===== config.mk =====
export PLATFORM = sky130hd
export DESIGN_NAME = lhp_host
export DESIGN_NICKNAME = d
export VERILOG_FILES = /design/src/common/lhp_pkg.sv /design/src/rtl/lhp_host.sv
export SDC_FILE = /design/constraint.sdc
export NUM_CORES = 1
export LEC_CHECK = 0
export BUFFER_PORTS_ARGS = -buffer_cell sky130_fd_sc_hd__buf_4
export CORE_MARGIN = 1
export CORE_UTILIZATION = 50
export CTS_CLUSTER_DIAMETER = 200
export DETAILED_ROUTE_END_ITERATION = 10
export HOLD_SLACK_MARGIN = 0.05
export PLACE_DENSITY = 0.87
export SETUP_SLACK_MARGIN = 0.1
export SLEW_MARGIN = 25
export SYNTH_ARGS = -nofsm -noshare
export SYNTH_HDL_FRONTEND = slang
export SYNTH_SLANG_ARGS = --single-unit

===== constraint.sdc =====
create_clock -name clk -period 7.3 [get_ports clk]
set_input_delay 0 -clock clk [delete_from_list [all_inputs] [get_ports clk]]
set_output_delay 0 -clock clk [all_outputs]
set_load 0.05 [all_outputs]

===== src/common/lhp_pkg.sv =====
package lhp_pkg;
  localparam int CLK_PERIOD_NS = 8;
  // Reset pulse and completion times
  localparam int RESET_LOW_MIN_US          = 10;
  localparam int RESET_COMPLETE_SLEEP_IN_MS  = 5;
  localparam int RESET_COMPLETE_SLEEP_OUT_MS = 120;
  localparam int RESET_LOW_CYCLES =
    (RESET_LOW_MIN_US * 1000 + CLK_PERIOD_NS - 1) / CLK_PERIOD_NS;
  localparam int RESET_WAIT_IN_CYCLES =
    (RESET_COMPLETE_SLEEP_IN_MS * 1000000 + CLK_PERIOD_NS - 1) / CLK_PERIOD_NS;
  localparam int RESET_WAIT_OUT_CYCLES =
    (RESET_COMPLETE_SLEEP_OUT_MS * 1000000 + CLK_PERIOD_NS - 1) / CLK_PERIOD_NS;
  // Strobe timing: low and high phase lengths in ns, rounded up to cycles
  localparam int WR_LOW_NS  = 15;
  localparam int WR_HIGH_NS = 50;
  localparam int RD_LOW_NS  = 355;
  localparam int RD_HIGH_NS = 95;
  localparam int WR_LOW_CYCLES  = (WR_LOW_NS + CLK_PERIOD_NS - 1) / CLK_PERIOD_NS;
  localparam int WR_HIGH_CYCLES = (WR_HIGH_NS + CLK_PERIOD_NS - 1) / CLK_PERIOD_NS;
  localparam int RD_LOW_CYCLES  = (RD_LOW_NS + CLK_PERIOD_NS - 1) / CLK_PERIOD_NS;
  localparam int RD_HIGH_CYCLES = (RD_HIGH_NS + CLK_PERIOD_NS - 1) / CLK_PERIOD_NS;
  localparam int DATA_W = 16;
  localparam int CNT_W  = 25;
  // 5-6-5 pixel field positions
  localparam int RED_LSB   = 11;
  localparam int GREEN_LSB = 5;
  localparam int BLUE_LSB  = 0;
  typedef enum logic [1:0] {
    LHP_OP_CMD,
    LHP_OP_WRITE,
    LHP_OP_READ
  } lhp_op_e;
endpackage : lhp_pkg


===== src/rtl/lhp_host.sv =====
module lhp_host #(
  parameter int RESET_LOW_CYC  = lhp_pkg::RESET_LOW_CYCLES,
  parameter int WAIT_IN_CYC    = lhp_pkg::RESET_WAIT_IN_CYCLES,
  parameter int WAIT_OUT_CYC   = lhp_pkg::RESET_WAIT_OUT_CYCLES
) (
  input  wire logic        clk,
  input  wire logic        reset,
  input  wire logic        req_valid,
  input  wire logic [1:0]  req_op,
  input  wire logic        req_pixel,
  input  wire logic [15:0] req_data,
  input  wire logic        dev_reset_req,
  input  wire logic        dev_sleep_out,
  output logic             req_ready,
  output logic             rsp_valid,
  output logic [15:0]      rsp_data,
  output logic             lcd_reset_n,
  output logic             lcd_cs_n,
  output logic             lcd_cmd_data_select,
  output logic             lcd_wr_n,
  output logic             lcd_rd_n,
  input  wire logic [15:0] host_data_bus_i,
  output logic [15:0]      host_data_bus_o,
  output logic             host_data_bus_oe
);
  typedef enum logic [2:0] {
    ST_RST_LOW, ST_RST_WAIT, ST_IDLE, ST_LOW, ST_HIGH
  } lhp_state_e;

  lhp_state_e         state_q;
  logic [24:0]        cnt_q;
  logic               is_read_q;
  logic               dummy_pend_q;
  logic               wait_out_q;
  logic [15:0]        wdata;

  // Pixel mode packs all 16 bits unchanged as 5-6-5 fields; raw words otherwise
  function automatic logic [15:0] pack565(input logic [15:0] d);
    return {d[15:11], d[10:5], d[4:0]};
  endfunction : pack565

  assign wdata = req_pixel ? pack565(req_data) : req_data;

  always_ff @(posedge clk) begin
    if (reset) begin
      state_q             <= ST_RST_LOW;
      cnt_q               <= '0;
      is_read_q           <= 1'b0;
      dummy_pend_q        <= 1'b0;
      wait_out_q          <= 1'b0;
      req_ready           <= 1'b0;
      rsp_valid           <= 1'b0;
      rsp_data            <= 16'h0000;
      lcd_reset_n         <= 1'b0;
      lcd_cs_n            <= 1'b1;
      lcd_cmd_data_select <= 1'b1;
      lcd_wr_n            <= 1'b1;
      lcd_rd_n            <= 1'b1;
      host_data_bus_o     <= 16'h0000;
      host_data_bus_oe    <= 1'b0;
    end else begin
      rsp_valid <= 1'b0;
      unique case (state_q)
        ST_RST_LOW: begin
          lcd_reset_n <= 1'b0;
          if (cnt_q == 25'(RESET_LOW_CYC - 1)) begin
            lcd_reset_n <= 1'b1;
            cnt_q       <= '0;
            state_q     <= ST_RST_WAIT;
          end else begin
            cnt_q <= cnt_q + 25'h0000001;
          end
        end
        ST_RST_WAIT: begin
          if (cnt_q == (wait_out_q ? 25'(WAIT_OUT_CYC - 1)
                                   : 25'(WAIT_IN_CYC - 1))) begin
            cnt_q     <= '0;
            req_ready <= 1'b1;
            state_q   <= ST_IDLE;
          end else begin
            cnt_q <= cnt_q + 25'h0000001;
          end
        end
        ST_IDLE: begin
          if (dev_reset_req) begin
            req_ready   <= 1'b0;
            wait_out_q  <= dev_sleep_out;
            lcd_reset_n <= 1'b0;
            cnt_q       <= '0;
            state_q     <= ST_RST_LOW;
          end else if (req_valid) begin
            req_ready           <= 1'b0;
            lcd_cs_n            <= 1'b0;
            lcd_cmd_data_select <= (req_op != 2'(lhp_pkg::LHP_OP_CMD));
            is_read_q           <= (req_op == 2'(lhp_pkg::LHP_OP_READ));
            if (req_op == 2'(lhp_pkg::LHP_OP_READ)) begin
              lcd_rd_n         <= 1'b0;
              host_data_bus_oe <= 1'b0;
            end else begin
              lcd_wr_n         <= 1'b0;
              host_data_bus_o  <= wdata;
              host_data_bus_oe <= 1'b1;
            end
            // A new index arms the dummy read discard
            if (req_op == 2'(lhp_pkg::LHP_OP_CMD)) begin
              dummy_pend_q <= 1'b1;
            end
            cnt_q   <= '0;
            state_q <= ST_LOW;
          end
        end
        ST_LOW: begin
          if (cnt_q == (is_read_q ? 25'(lhp_pkg::RD_LOW_CYCLES - 1)
                                  : 25'(lhp_pkg::WR_LOW_CYCLES - 1))) begin
            lcd_wr_n <= 1'b1;
            lcd_rd_n <= 1'b1;
            cnt_q    <= '0;
            state_q  <= ST_HIGH;
            if (is_read_q) begin
              if (dummy_pend_q) begin
                dummy_pend_q <= 1'b0;
              end else begin
                rsp_valid <= 1'b1;
                rsp_data  <= host_data_bus_i;
              end
            end
          end else begin
            cnt_q <= cnt_q + 25'h0000001;
          end
        end
        ST_HIGH: begin
          host_data_bus_oe <= 1'b0;
          if (cnt_q == (is_read_q ? 25'(lhp_pkg::RD_HIGH_CYCLES - 1)
                                  : 25'(lhp_pkg::WR_HIGH_CYCLES - 1))) begin
            lcd_cs_n  <= 1'b1;
            cnt_q     <= '0;
            req_ready <= 1'b1;
            state_q   <= ST_IDLE;
          end else begin
            cnt_q <= cnt_q + 25'h0000001;
          end
        end
        default: state_q <= ST_RST_LOW;
      endcase
    end
  end

  a_bus_off_read: assert property (@(posedge clk) disable iff (reset)
    !lcd_rd_n |-> !host_data_bus_oe) else $error("host drives bus during read");
  a_bus_on_write: assert property (@(posedge clk) disable iff (reset)
    !lcd_wr_n |-> host_data_bus_oe) else $error("bus not driven during write");
  a_write_data_hold: assert property (@(posedge clk) disable iff (reset)
    !lcd_wr_n && $past(!lcd_wr_n) |-> $stable(host_data_bus_o)) else $error("write data moved");
  a_cs_strobes: assert property (@(posedge clk) disable iff (reset)
    (!lcd_wr_n || !lcd_rd_n) |-> !lcd_cs_n) else $error("strobe without chip select");
  a_select_stable: assert property (@(posedge clk) disable iff (reset)
    $fell(lcd_wr_n) || $fell(lcd_rd_n) |=> $stable(lcd_cmd_data_select)
    ) else $error("select moved during strobe");
  a_no_reads_idx: assert property (@(posedge clk) disable iff (reset)
    $fell(lcd_rd_n) |-> lcd_cmd_data_select) else $error("read with index select");
  a_reset_width: assert property (@(posedge clk) disable iff (reset)
    $fell(lcd_reset_n) |=> !lcd_reset_n [*8]) else $error("reset pulse too short");
  a_ready_in_rst: assert property (@(posedge clk) disable iff (reset)
    !lcd_reset_n |-> !req_ready) else $error("ready while device in reset");
  a_wait_after: assert property (@(posedge clk) disable iff (reset)
    $rose(lcd_reset_n) |-> !req_ready [*8]) else $error("ready too soon after reset");
  a_dummy_drop: assert property (@(posedge clk) disable iff (reset)
    state_q == ST_LOW && is_read_q && dummy_pend_q |=> !rsp_valid) else $error("dummy returned");

  // Checker helpers: low length of the reset pin and time since it rose, both saturating
  logic [24:0]        rst_low_len_q;
  logic [24:0]        since_rst_q;

  always_ff @(posedge clk) begin
    if (reset || lcd_reset_n) begin
      rst_low_len_q <= '0;
    end else if (rst_low_len_q != '1) begin
      rst_low_len_q <= rst_low_len_q + 25'h0000001;
    end
  end

  always_ff @(posedge clk) begin
    if (reset || !lcd_reset_n) begin
      since_rst_q <= '0;
    end else if (since_rst_q != '1) begin
      since_rst_q <= since_rst_q + 25'h0000001;
    end
  end

  a_reset_long: assert property (@(posedge clk) disable iff (reset)
    $rose(lcd_reset_n) |-> rst_low_len_q >= 25'(RESET_LOW_CYC)
    ) else $error("reset pulse under minimum");
  a_ready_wait: assert property (@(posedge clk) disable iff (reset)
    $rose(req_ready) |-> since_rst_q >= (wait_out_q ? 25'(WAIT_OUT_CYC) : 25'(WAIT_IN_CYC))
    ) else $error("ready before reset completed");
endmodule : lhp_host

==> results of run 1 <==
[sequential cells by signal, summed over array words and instances (netlist names), 3 cells and up]
name / cells
cnt_q: 25
host_data_bus_o: 16
state_q: 3
rsp_data: 16
[cells in the mapped netlist, types with 2 or more instances]
| master | n | area share |
|---|---|---|
| ha_1 | 2 | 0.0075 |
| nor3b_1 | 3 | 0.0068 |
| or2_2 | 3 | 0.0056 |
| nand3b_1 | 3 | 0.0068 |
| nor4b_1 | 3 | 0.0079 |
| or4_4 | 2 | 0.0068 |
| or3_1 | 3 | 0.0056 |
| buf_1 | 2 | 0.0023 |
| o21ai_2 | 2 | 0.0053 |
| nand2_1 | 63 | 0.071 |
| xnor2_1 | 4 | 0.011 |
| nor4_1 | 5 | 0.0094 |
| inv_1 | 5 | 0.0056 |
| dfxtp_1 | 71 | 0.43 |
| o211ai_1 | 3 | 0.0068 |
| o311ai_0 | 2 | 0.0053 |
| a211oi_1 | 2 | 0.0045 |
| nand4_1 | 11 | 0.021 |
| and4b_1 | 2 | 0.0060 |
| nand4b_1 | 4 | 0.011 |
| buf_2 | 3 | 0.0045 |
| a21o_1 | 2 | 0.0045 |
| o41ai_1 | 2 | 0.0053 |
| o21a_1 | 2 | 0.0045 |
| xor2_1 | 13 | 0.034 |
| nand3_1 | 14 | 0.021 |
| and4_1 | 2 | 0.0053 |
| o311ai_1 | 3 | 0.0079 |
| nor2b_1 | 3 | 0.0056 |
| and3_1 | 2 | 0.0038 |
| and2_1 | 2 | 0.0038 |
| o21ai_0 | 16 | 0.024 |
| nor2_1 | 45 | 0.051 |
| o2111ai_1 | 2 | 0.0053 |
| nor3_1 | 14 | 0.021 |
| mux2i_1 | 19 | 0.057 |
| clkbuf_1 | 16 | 0.018 |
| a21oi_1 | 25 | 0.038 |
| nor4bb_1 | 2 | 0.0060 |
[metal layers]
layer  vias to the layer above  share of wire
li1                       1611              -
met1                      1536           0.39
met2                       142           0.51
met3                        24          0.087
met4                         0          0.020
met5                         -              0
[cells in the final DEF (no fill, tap or decap), types with 4 or more instances in the layout]
master	Yosys	final
nor2_1	45	45
nor4_1	5	5
inv_1	5	5
a21oi_1	25	25
dfxtp_1	71	71
buf_4	1	79
clkbuf_8	0	10
o21ai_0	16	16
nand4_1	11	11
nor3_1	14	14
nand4b_1	4	4
xnor2_1	4	4
dlygate4sd3_1	0	38
nand3_1	14	14
mux2i_1	19	19
nand2_1	63	63
xor2_1	13	13
[cell type report]
cell class,instances,area (um^2)
multi-input combinational,296,1790
inverter,6,22.5
clock inverter,4,55.1
timing repair buffer,118,985
tap,77,96.3
fill,449,1870
sequential,71,1420
clock buffer,12,145
[report_power, final]
part / switching (W) / leakage, nW / internal [W]
sequential: 0.0000270 / 0.573 / 0.000403
clock: 0.000149 / 0.0968 / 0.000169
combinational: 0.000126 / 1.15 / 0.0000850
total: 0.000302 / 1.82 / 0.000657
[kinds of logic (layout without fill, tap and decap cells)]
| group | count (synthesis) | count (layout) | synth area share |
|---|---|---|---|
| AO/OA/AOI/OAI | 66 | 66 | 0.133 |
| flip-flops | 71 | 71 | 0.427 |
| XOR/XNOR | 17 | 17 | 0.0447 |
| multiplexers | 20 | 20 | 0.0605 |
| buffers and inverters | 29 | 140 | 0.0372 |
| adder cells (fa/ha/maj) | 2 | 2 | 0.00751 |
| AND/OR/NAND/NOR | 191 | 191 | 0.291 |
[critical path, stage by stage (launching register included)]
cell      delay (ns)
dfxtp_1         0.39
nor4_1          0.64
nand2_1         0.24
nor4_1          0.66
nand4b_1        0.60
buf_6           0.35
mux2i_1         0.18
nor2_1          0.08
[what timing repair did]
item                      in CTS  in global routing
hold endpoints to repair      38                  0
buffers inserted               0                  0
hold buffers                  38                  0
[worst paths after layout]
path | from | end | slack, ns | depth (start not counted)
setup / recovery | cnt_q[18] | rsp_data[8] | 4.02 | 7
hold / removal | req_valid | state_q[0] | 0.06 | 5
setup reg to reg | cnt_q[18] | rsp_data[8] | 4.02 | 7
hold reg to reg | dummy_pend_q | rsp_valid | 0.45 | 1
[metrics by stage]
| step | util | area [um^2] | hold WS (ns) | cells | total power (W) |
|---|---|---|---|---|---|
| after CTS | 0.705 | 4500 | 0.0504 | 583 | 0.000956 |
| after global routing | 0.707 | 4510 | 0.0815 | 584 | 0.00100 |
| after global placement | 0.614 | 3920 | 0.229 | 529 | 0.000621 |
| after detailed placement | 0.614 | 3920 | 0.236 | 529 | 0.000626 |
| after floorplan | - | 3330 | 0.136 | 396 | 0.000568 |
| final | 0.707 | 4510 | 0.0575 | 584 | 0.000959 |
==> impl_results.md, run 1 <==
* Grt met1 use at 0.297
* Skew final at 0.0107 ns
* CTS H-tree lvls at 3
* Initial Utilization at 0.522
* Final Cycle Share at 0.450
* Post-synth ARST share at 0
* Slew Viols, Final at 0
* WL per Instance at 15.7 um
* Area delta synth->final at 35.4%
* F_max at 304 MHz
* Initial antenna violation count at 0
* EDFF count, synth at 0
* WP data required at 7.52 ns
* Fin worst setup slack at 4.02 ns
* Synthesized instance count at 396
* Tightest Pin Transition at 0.996 ns
* Port Buffers at 78
* CTS Root Cell: clkbuf_8
* Worst rel slew slack at 0.334
* Residual DRC at 0
* Clk buf depth at 2
* First-pass GRT wire length at 15.4 mm
* Gr ovfl total at 0
* Fin nets at 544
* Setup WS pre-CTS at 3.87 ns
* Final ANT Viol Nets at 0
* First-pass iteration count of the detailed router at 6
* Top_reg_cell synth: dfxtp_1
* Worst VDD drop at 0.183 mV
* DP HPWL at 5.62 mm
* Yosys reg bits at 71
* CP Launch Type: flop
* Min cycle time layout at 3.28 ns
* Power per cell area at 213 nW/um^2
* RSZ-0062 raised after global routing: no
* Worst setup path category: flop to flop
* Vias at 3313
* Run status: complete, no violations
* Starting DRT DRC Count at 226
* Setup crit end kind: flop
* Routability cong. at 0.846
* I/O pin total at 80
* Die width at 83.6 um
* Die Height at 83.6 um
* Final setup fails at 0
* CTS clk-pin slew, worst paths at 0.07 ns
* Mapped cell area at 3330 um^2
* Clk sinks at 71
* Core Footprint at 6390 um^2
* Area of the die at 6990 um^2
* Ant diodes at 0
* Largest net degree at the start of global routing at 51
* Max_cap viols at 0
* Mean post-synth cell area at 8.41 um^2
* GR Layer Usage met3 at 0.106
* Fraction of layout cells with a size suffix above 1 at 0.207
* Post-synthesis sequential area ratio at 0.427
* Final hold violations at 0
* Yosys warnings at 0
* Unique masters post-synth at 53
* Leakage power at 1.82 nW
* Post_cts resized at 0
* CP Max Fanout at 9
* DRT Wirelength at 9.19 mm
* Hold Path Class: input port to flop
* Syn nets at 438
* Crit path DAT at 3.51 ns
* CTS tree: yes
* CTS Buf Count at 9
* Worst skew pair latency at 0.36 ns
* Row count at 29
* Vias in the first global route at 3381
* Met2 GRT Util at 0.487
* TNS Setup at 0 ns
* Vias per inst at 5.67
* GR peak layer: met2
* Total global-route track usage at 0.272
Power figures use the tool's default switching activity.
==> run 2: changes to the inputs <==
--- a/config.mk
+++ b/config.mk
@@ -7,11 +7,11 @@
 export LEC_CHECK = 0
 export BUFFER_PORTS_ARGS = -buffer_cell sky130_fd_sc_hd__buf_4
 export CORE_MARGIN = 1
-export CORE_UTILIZATION = 50
+export CORE_UTILIZATION = 48
 export CTS_CLUSTER_DIAMETER = 200
 export DETAILED_ROUTE_END_ITERATION = 10
 export HOLD_SLACK_MARGIN = 0.05
-export PLACE_DENSITY = 0.87
+export PLACE_DENSITY = 0.88
 export SETUP_SLACK_MARGIN = 0.1
 export SLEW_MARGIN = 25
 export SYNTH_ARGS = -nofsm -noshare
==> constraint.sdc (replaced) <==
create_clock -name clk -period 2.8 [get_ports clk]
set_input_delay 0 -clock clk [delete_from_list [all_inputs] [get_ports clk]]
set_output_delay 0 -clock clk [all_outputs]
set_load 0.05 [all_outputs]
==> run 2 against run 1 <==
  * Sequential share of layout area decreased by 0.81 points
  * Routed wire length increased by 11%
  * Utilization up 0.25 points
  * Largest cell class unchanged
  * Die area up 4.1%
==> impl_results.md, run 2 (synthesis gave the netlist of run 1 again) <==
* Run status: complete, no violations
* Placed insts at 544
* CP Launch Type: flop
* Worst skew pair latency at 0.35 ns
* Final ANT Viol Nets at 0
* Worst setup path category: flop to flop
* Finished Layout Cells at 597
* Most common cell after layout, fill and taps aside: buf_4
* Final instance area at 4630 um^2
* CTS H-tree lvls at 3
* Most used cell along the critical path: a21oi_1
* Clk buf depth at 2
* Die width at 85.3 um
* Final setup fails at 0
* Worst rel slew slack at 0.583
* Row count at 29
* CP max-delay cell: or4_4
* FF+latch area at 1420 um^2
* WL per Instance at 17.2 um
* I/O pin total at 80
* # Post-CTS Setup Buffers at 0
* Tightest Pin Transition at 0.624 ns
* Gr ovfl total at 0
* Cell Chain, Critical Path: or4_4, nand4b_4, o41ai_1, a21oi_1, buf_4, o21ai_0, a21oi_1
* Port Buffers at 78
* Power per cell area at 555 nW/um^2
* Total global-route track usage at 0.286
* Skew final at 0.0125 ns
* TNS Setup at 0 ns
* CTS clk-pin slew, worst paths at 0.07 ns
* Largest net degree at the start of global routing at 51
* Ant diodes at 0
* Crit path DAT at 2.80 ns
* Leakage power at 1.89 nW
* Area of the die at 7280 um^2
* First-pass iteration count of the detailed router at 6
* # fillers at 431
* Fin nets at 557
* CTS Buf Count at 9
* CTS Root Cell: clkbuf_8
* Commonest cells after routing, fill and taps aside: 94 x buf_4, 71 x dfxtp_1, 63 x nand2_1
* Fraction of layout cells with a size suffix above 1 at 0.235
* Critical path buffers and inverters at 1
* Starting DRT DRC Count at 420
* CP top delay family: compound AO/OA/AOI/OAI gates
* Largest register FFs at 25
* Routability cong. at 0.902
* CTS tree: yes
* Slew Viols, Final at 0
* Core Footprint at 6530 um^2
* RSZ-0062 raised after global routing: no
* DP HPWL at 6.13 mm
* Residual DRC at 0
* Final hold violations at 0
* Hold Path Class: input port to flop
* Placed instance area at 4030 um^2
* Multi-input logic area at 1820 um^2
* Area delta synth->final at 39.0%
* Vias per inst at 6.01
* CP Max Fanout at 9
* Largest reg by FF count: cnt_q
* Vias at 3590
* Final Cycle Share at 0.923
* Setup WS pre-CTS at 0.196 ns
* F_max at 387 MHz
* Top flop regs: cnt_q: 25 flops, host_data_bus_o: 16 flops, rsp_data: 16 flops
* Initial antenna violation count at 0
* Die Height at 85.3 um
* Worst VDD drop at 0.401 mV
* First-pass GRT wire length at 16.4 mm
* Max incr delay on CP at 0.58 ns
* Fin worst setup slack at 0.215 ns
* Vias in the first global route at 3482
* DRT Wirelength at 10.2 mm
* Max_cap viols at 0
* Clk sinks at 71
* Initial Utilization at 0.510
* WP data required at 3.01 ns
* Min cycle time layout at 2.59 ns
* Setup crit end kind: flop
==> run 2: final timing paths <==
path	from	end	slack, ns	depth (start not counted)
hold reg to reg	host_data_bus_o[15]	host_data_bus_o[15]	0.46	2
hold / removal	req_valid	state_q[0]	0.08	5
setup / recovery	cnt_q[9]	state_q[0]	0.21	7
setup reg to reg	cnt_q[9]	state_q[0]	0.21	7
==> run 2: layout make-up <==
type / count / area share
clock inverters: 6 / 0.0154
multi-input cells: 296 / 0.392
repair buffers: 131 / 0.232
clock buffers: 10 / 0.0276
inverters: 6 / 0.00486
well taps: 77 / 0.0208
flip-flops and latches: 71 / 0.307
==> run 2: timing repair <==
item	4_1_cts	5_1_grt
gates resized for setup	0	4
endpoints found under the hold margin	38	0
endpoints found under the setup margin	0	11
hold buffers	37	0
==> run 2: worst reg2reg max path, cell delays in order, from the launching register on <==
cell and delay, ns:
dfxtp_1 0.38, or4_4 0.58, nand4b_4 0.22, o41ai_1 0.48, a21oi_1 0.22, buf_4 0.22
o21ai_0 0.25, a21oi_1 0.10
==> run 2: power by group <==
| group | internal [W] | switching, W |
|---|---|---|
| combinational | 0.000255 | 0.000368 |
| sequential | 0.00105 | 0.0000696 |
| clock | 0.000416 | 0.000409 |
==> run 2: routing by layer <==
metal | vias up | global-route usage | routed length [um] | share of wire
met4 | 0 | 0.152 | 400 | 0.039
met2 | 219 | 0.503 | 5220 | 0.51
met1 | 1682 | 0.316 | 3900 | 0.38
li1 | 1645 | - | - | -
met3 | 44 | 0.0749 | 715 | 0.070
met5 | - | 0 | 0 | 0
==> run 2: metrics by stage <==
step / total power [W] / hold slack, ns / util
6_report: 0.00257 / 0.0819 / 0.709
4_1_cts: 0.00253 / 0.0511 / 0.705
3_3_place_gp: 0.00166 / 0.231 / 0.617
5_1_grt: 0.00268 / 0.0969 / 0.709
3_5_place_dp: 0.00167 / 0.237 / 0.617
2_1_floorplan: 0.00148 / 0.136 / -
==> run 3: changes to the inputs <==
--- a/config.mk
+++ b/config.mk
@@ -12,6 +12,7 @@
 export DETAILED_ROUTE_END_ITERATION = 10
 export HOLD_SLACK_MARGIN = 0.05
 export PLACE_DENSITY = 0.88
+export RECOVER_POWER = 100
 export SETUP_SLACK_MARGIN = 0.1
 export SLEW_MARGIN = 25
 export SYNTH_ARGS = -nofsm -noshare
==> run 3 against run 2 <==
  * Via count shrank 0.75%
  * Register-to-register slack lost 0.03 ns
  * Flip-flop and latch count stayed put
  * Final cell count is the same
  * Largest cell class unchanged
  * Final area shrank 3.6%
  * Highest routed layer unchanged
  * Fmax shrank 1.1%
  * Combinational power fell by 5.0%
  * Sequential power barely moved
  * Power is 1.1% lower
  * Worst hold slack better by 0.0032 ns
  * Clock-buffer cell count unchanged
  * Non-clock buffer count is the same
==> impl_results.md, run 3 (synthesis gave the netlist of run 1 again) <==
* Run status: complete, no violations
* Skew final at 0.0143 ns
* CTS Buf Count at 9
* RSZ-0062 raised after global routing: no
* First-pass GRT wire length at 16.4 mm
* Min cycle time layout at 2.61 ns
* Total global-route track usage at 0.286
* Vias at 3563
* CP Launch Type: flop
* Port Buffers at 78
* Critical Path Source: cnt_q[9]
* Die width at 85.3 um
* CTS H-tree lvls at 3
* Reg2reg end: cnt_q[0]
* Slew Viols, Final at 0
* Ant diodes at 0
* # fillers at 491
* Tightest Pin Transition at 0.644 ns
* Final setup fails at 0
* Residual DRC at 0
* First-pass iteration count of the detailed router at 5
* Largest reg by FF count: cnt_q
* CTS clk-pin slew, worst paths at 0.08 ns
* Max_cap viols at 0
* Starting DRT DRC Count at 349
* Worst setup path category: flop to flop
* Top flop regs: cnt_q: 25 flops, host_data_bus_o: 16 flops, rsp_data: 16 flops
* Die Height at 85.3 um
* Critical R2R Launch: cnt_q[9]
* Commonest cells after routing, fill and taps aside: 71 x dfxtp_1, 63 x nand2_1, 51 x buf_4
* Final Cycle Share at 0.933
* WP data required at 3.00 ns
* Gr ovfl total at 0
* Largest register FFs at 25
* Placed instance area at 4030 um^2
* CP Max Fanout at 9
* Final instance area at 4460 um^2
* CP max-delay cell: or4_4
* Routability cong. at 0.902
* Most common cell after layout, fill and taps aside: dfxtp_1
* Vias in the first global route at 3482
* Area of the die at 7280 um^2
* Core Footprint at 6530 um^2
* CTS tree: yes
* Worst skew pair latency at 0.36 ns
* Clk sinks at 71
* Initial Utilization at 0.510
* DRT Wirelength at 10.2 mm
* WL per Instance at 17.2 um
* Clk buf depth at 2
* TNS Setup at 0 ns
* Register-to-register setup slack at 0.19 ns
* Hold slack final at 0.0851 ns
* Crit path DAT at 2.82 ns
* Worst Setup EP: cnt_q[0]
* Leakage power at 1.71 nW
* Worst VDD drop at 0.404 mV
* Worst rel slew slack at 0.572
* Final hold violations at 0
* Row count at 29
* Min-Delay Path Depth at 5
* Area delta synth->final at 33.9%
* Max incr delay on CP at 0.58 ns
* DP HPWL at 6.13 mm
* Fraction of layout cells with a size suffix above 1 at 0.154
* Final ANT Viol Nets at 0
* Hold Path Class: input port to flop
* Fin nets at 557
* Vias per inst at 5.97
* Initial antenna violation count at 0
* CTS Root Cell: clkbuf_8
* Largest net degree at the start of global routing at 51
* Setup crit end kind: flop
* Cell Chain, Critical Path: or4_4, nand4b_4, o41ai_1, a21oi_1, clkbuf_2, nor3_1, a211oi_1
* F_max at 383 MHz
* I/O pin total at 80
* Reg2reg path depth at 7
* Power per cell area at 569 nW/um^2
## run 3: changes by cell type in the layout (fill, tap and decap cells not counted)
cell / change
o21ai_4: -1
o311ai_0: +2
clkbuf_2: +1
buf_4: -43
o21ai_2: +1
clkbuf_1: +42
and2_0: +1
and2_1: -1
o311ai_1: -2
## run 3: how the worst min path moves through the flow
stage | from | to | slack (ns)
floorplan | req_data[0] | host_data_bus_o[0] | 0.14
global placement | host_data_bus_i[11] | rsp_data[11] | 0.23
detailed placement | host_data_bus_i[12] | rsp_data[12] | 0.24
CTS | req_valid | lcd_rd_n | 0.05
global route | req_valid | lcd_rd_n | 0.1
finish | req_valid | state_q[0] | 0.09
## run 3: stage by stage
step | setup WS (ns) | cells | utilization | total power (W)
after CTS | 0.183 | 597 | 0.705 | 0.00253
after detailed placement | 0.196 | 544 | 0.617 | 0.00167
after floorplan | 0.415 | 396 | - | 0.00148
after global placement | 0.243 | 544 | 0.617 | 0.00166
final | 0.187 | 597 | 0.683 | 0.00254
after global routing | 0.0724 | 597 | 0.683 | 0.00264
## run 3: layout make-up
| type | count | area (um^2) | area share |
|---|---|---|---|
| Clock buffer | 10 | 128 | 0.0286 |
| Clock inverter | 6 | 71.3 | 0.0160 |
| Inverter | 6 | 22.5 | 0.00505 |
| Multi-Input combinational cell | 296 | 1810 | 0.405 |
| Sequential cell | 71 | 1420 | 0.318 |
| Tap cell | 77 | 96.3 | 0.0216 |
| Timing Repair Buffer | 131 | 916 | 0.205 |
## run 3: worst max-delay path: cells and delay by family, from the launching register on
family	cells	cell delay, ns
buffers and inverters	1	0.23
AOI/OAI and AO/OA	3	0.81
and+or+nand+nor	3	1.05
DFF	1	0.38
## run 3: metal layers
metal	part of all wire	GRT usage
met1	0.38	0.316
met2	0.52	0.503
met3	0.073	0.0749
met4	0.036	0.152
met5	0	0
## run 3: where the power goes
part | internal, W | total, W | switching [W]
clock network | 0.000416 | 0.000828 | 0.000412
logic | 0.000229 | 0.000592 | 0.000363
registers | 0.00105 | 0.00112 | 0.0000691
total | 0.00170 | 0.00254 | 0.000844
## run 3: what timing repair did
item                                   4_1_cts  5_1_grt
setup endpoints to repair                    0       11
hold buffers                                37        0
buffers inserted                             0        0
endpoints found under the hold margin       38        0
resized for setup                            0        4
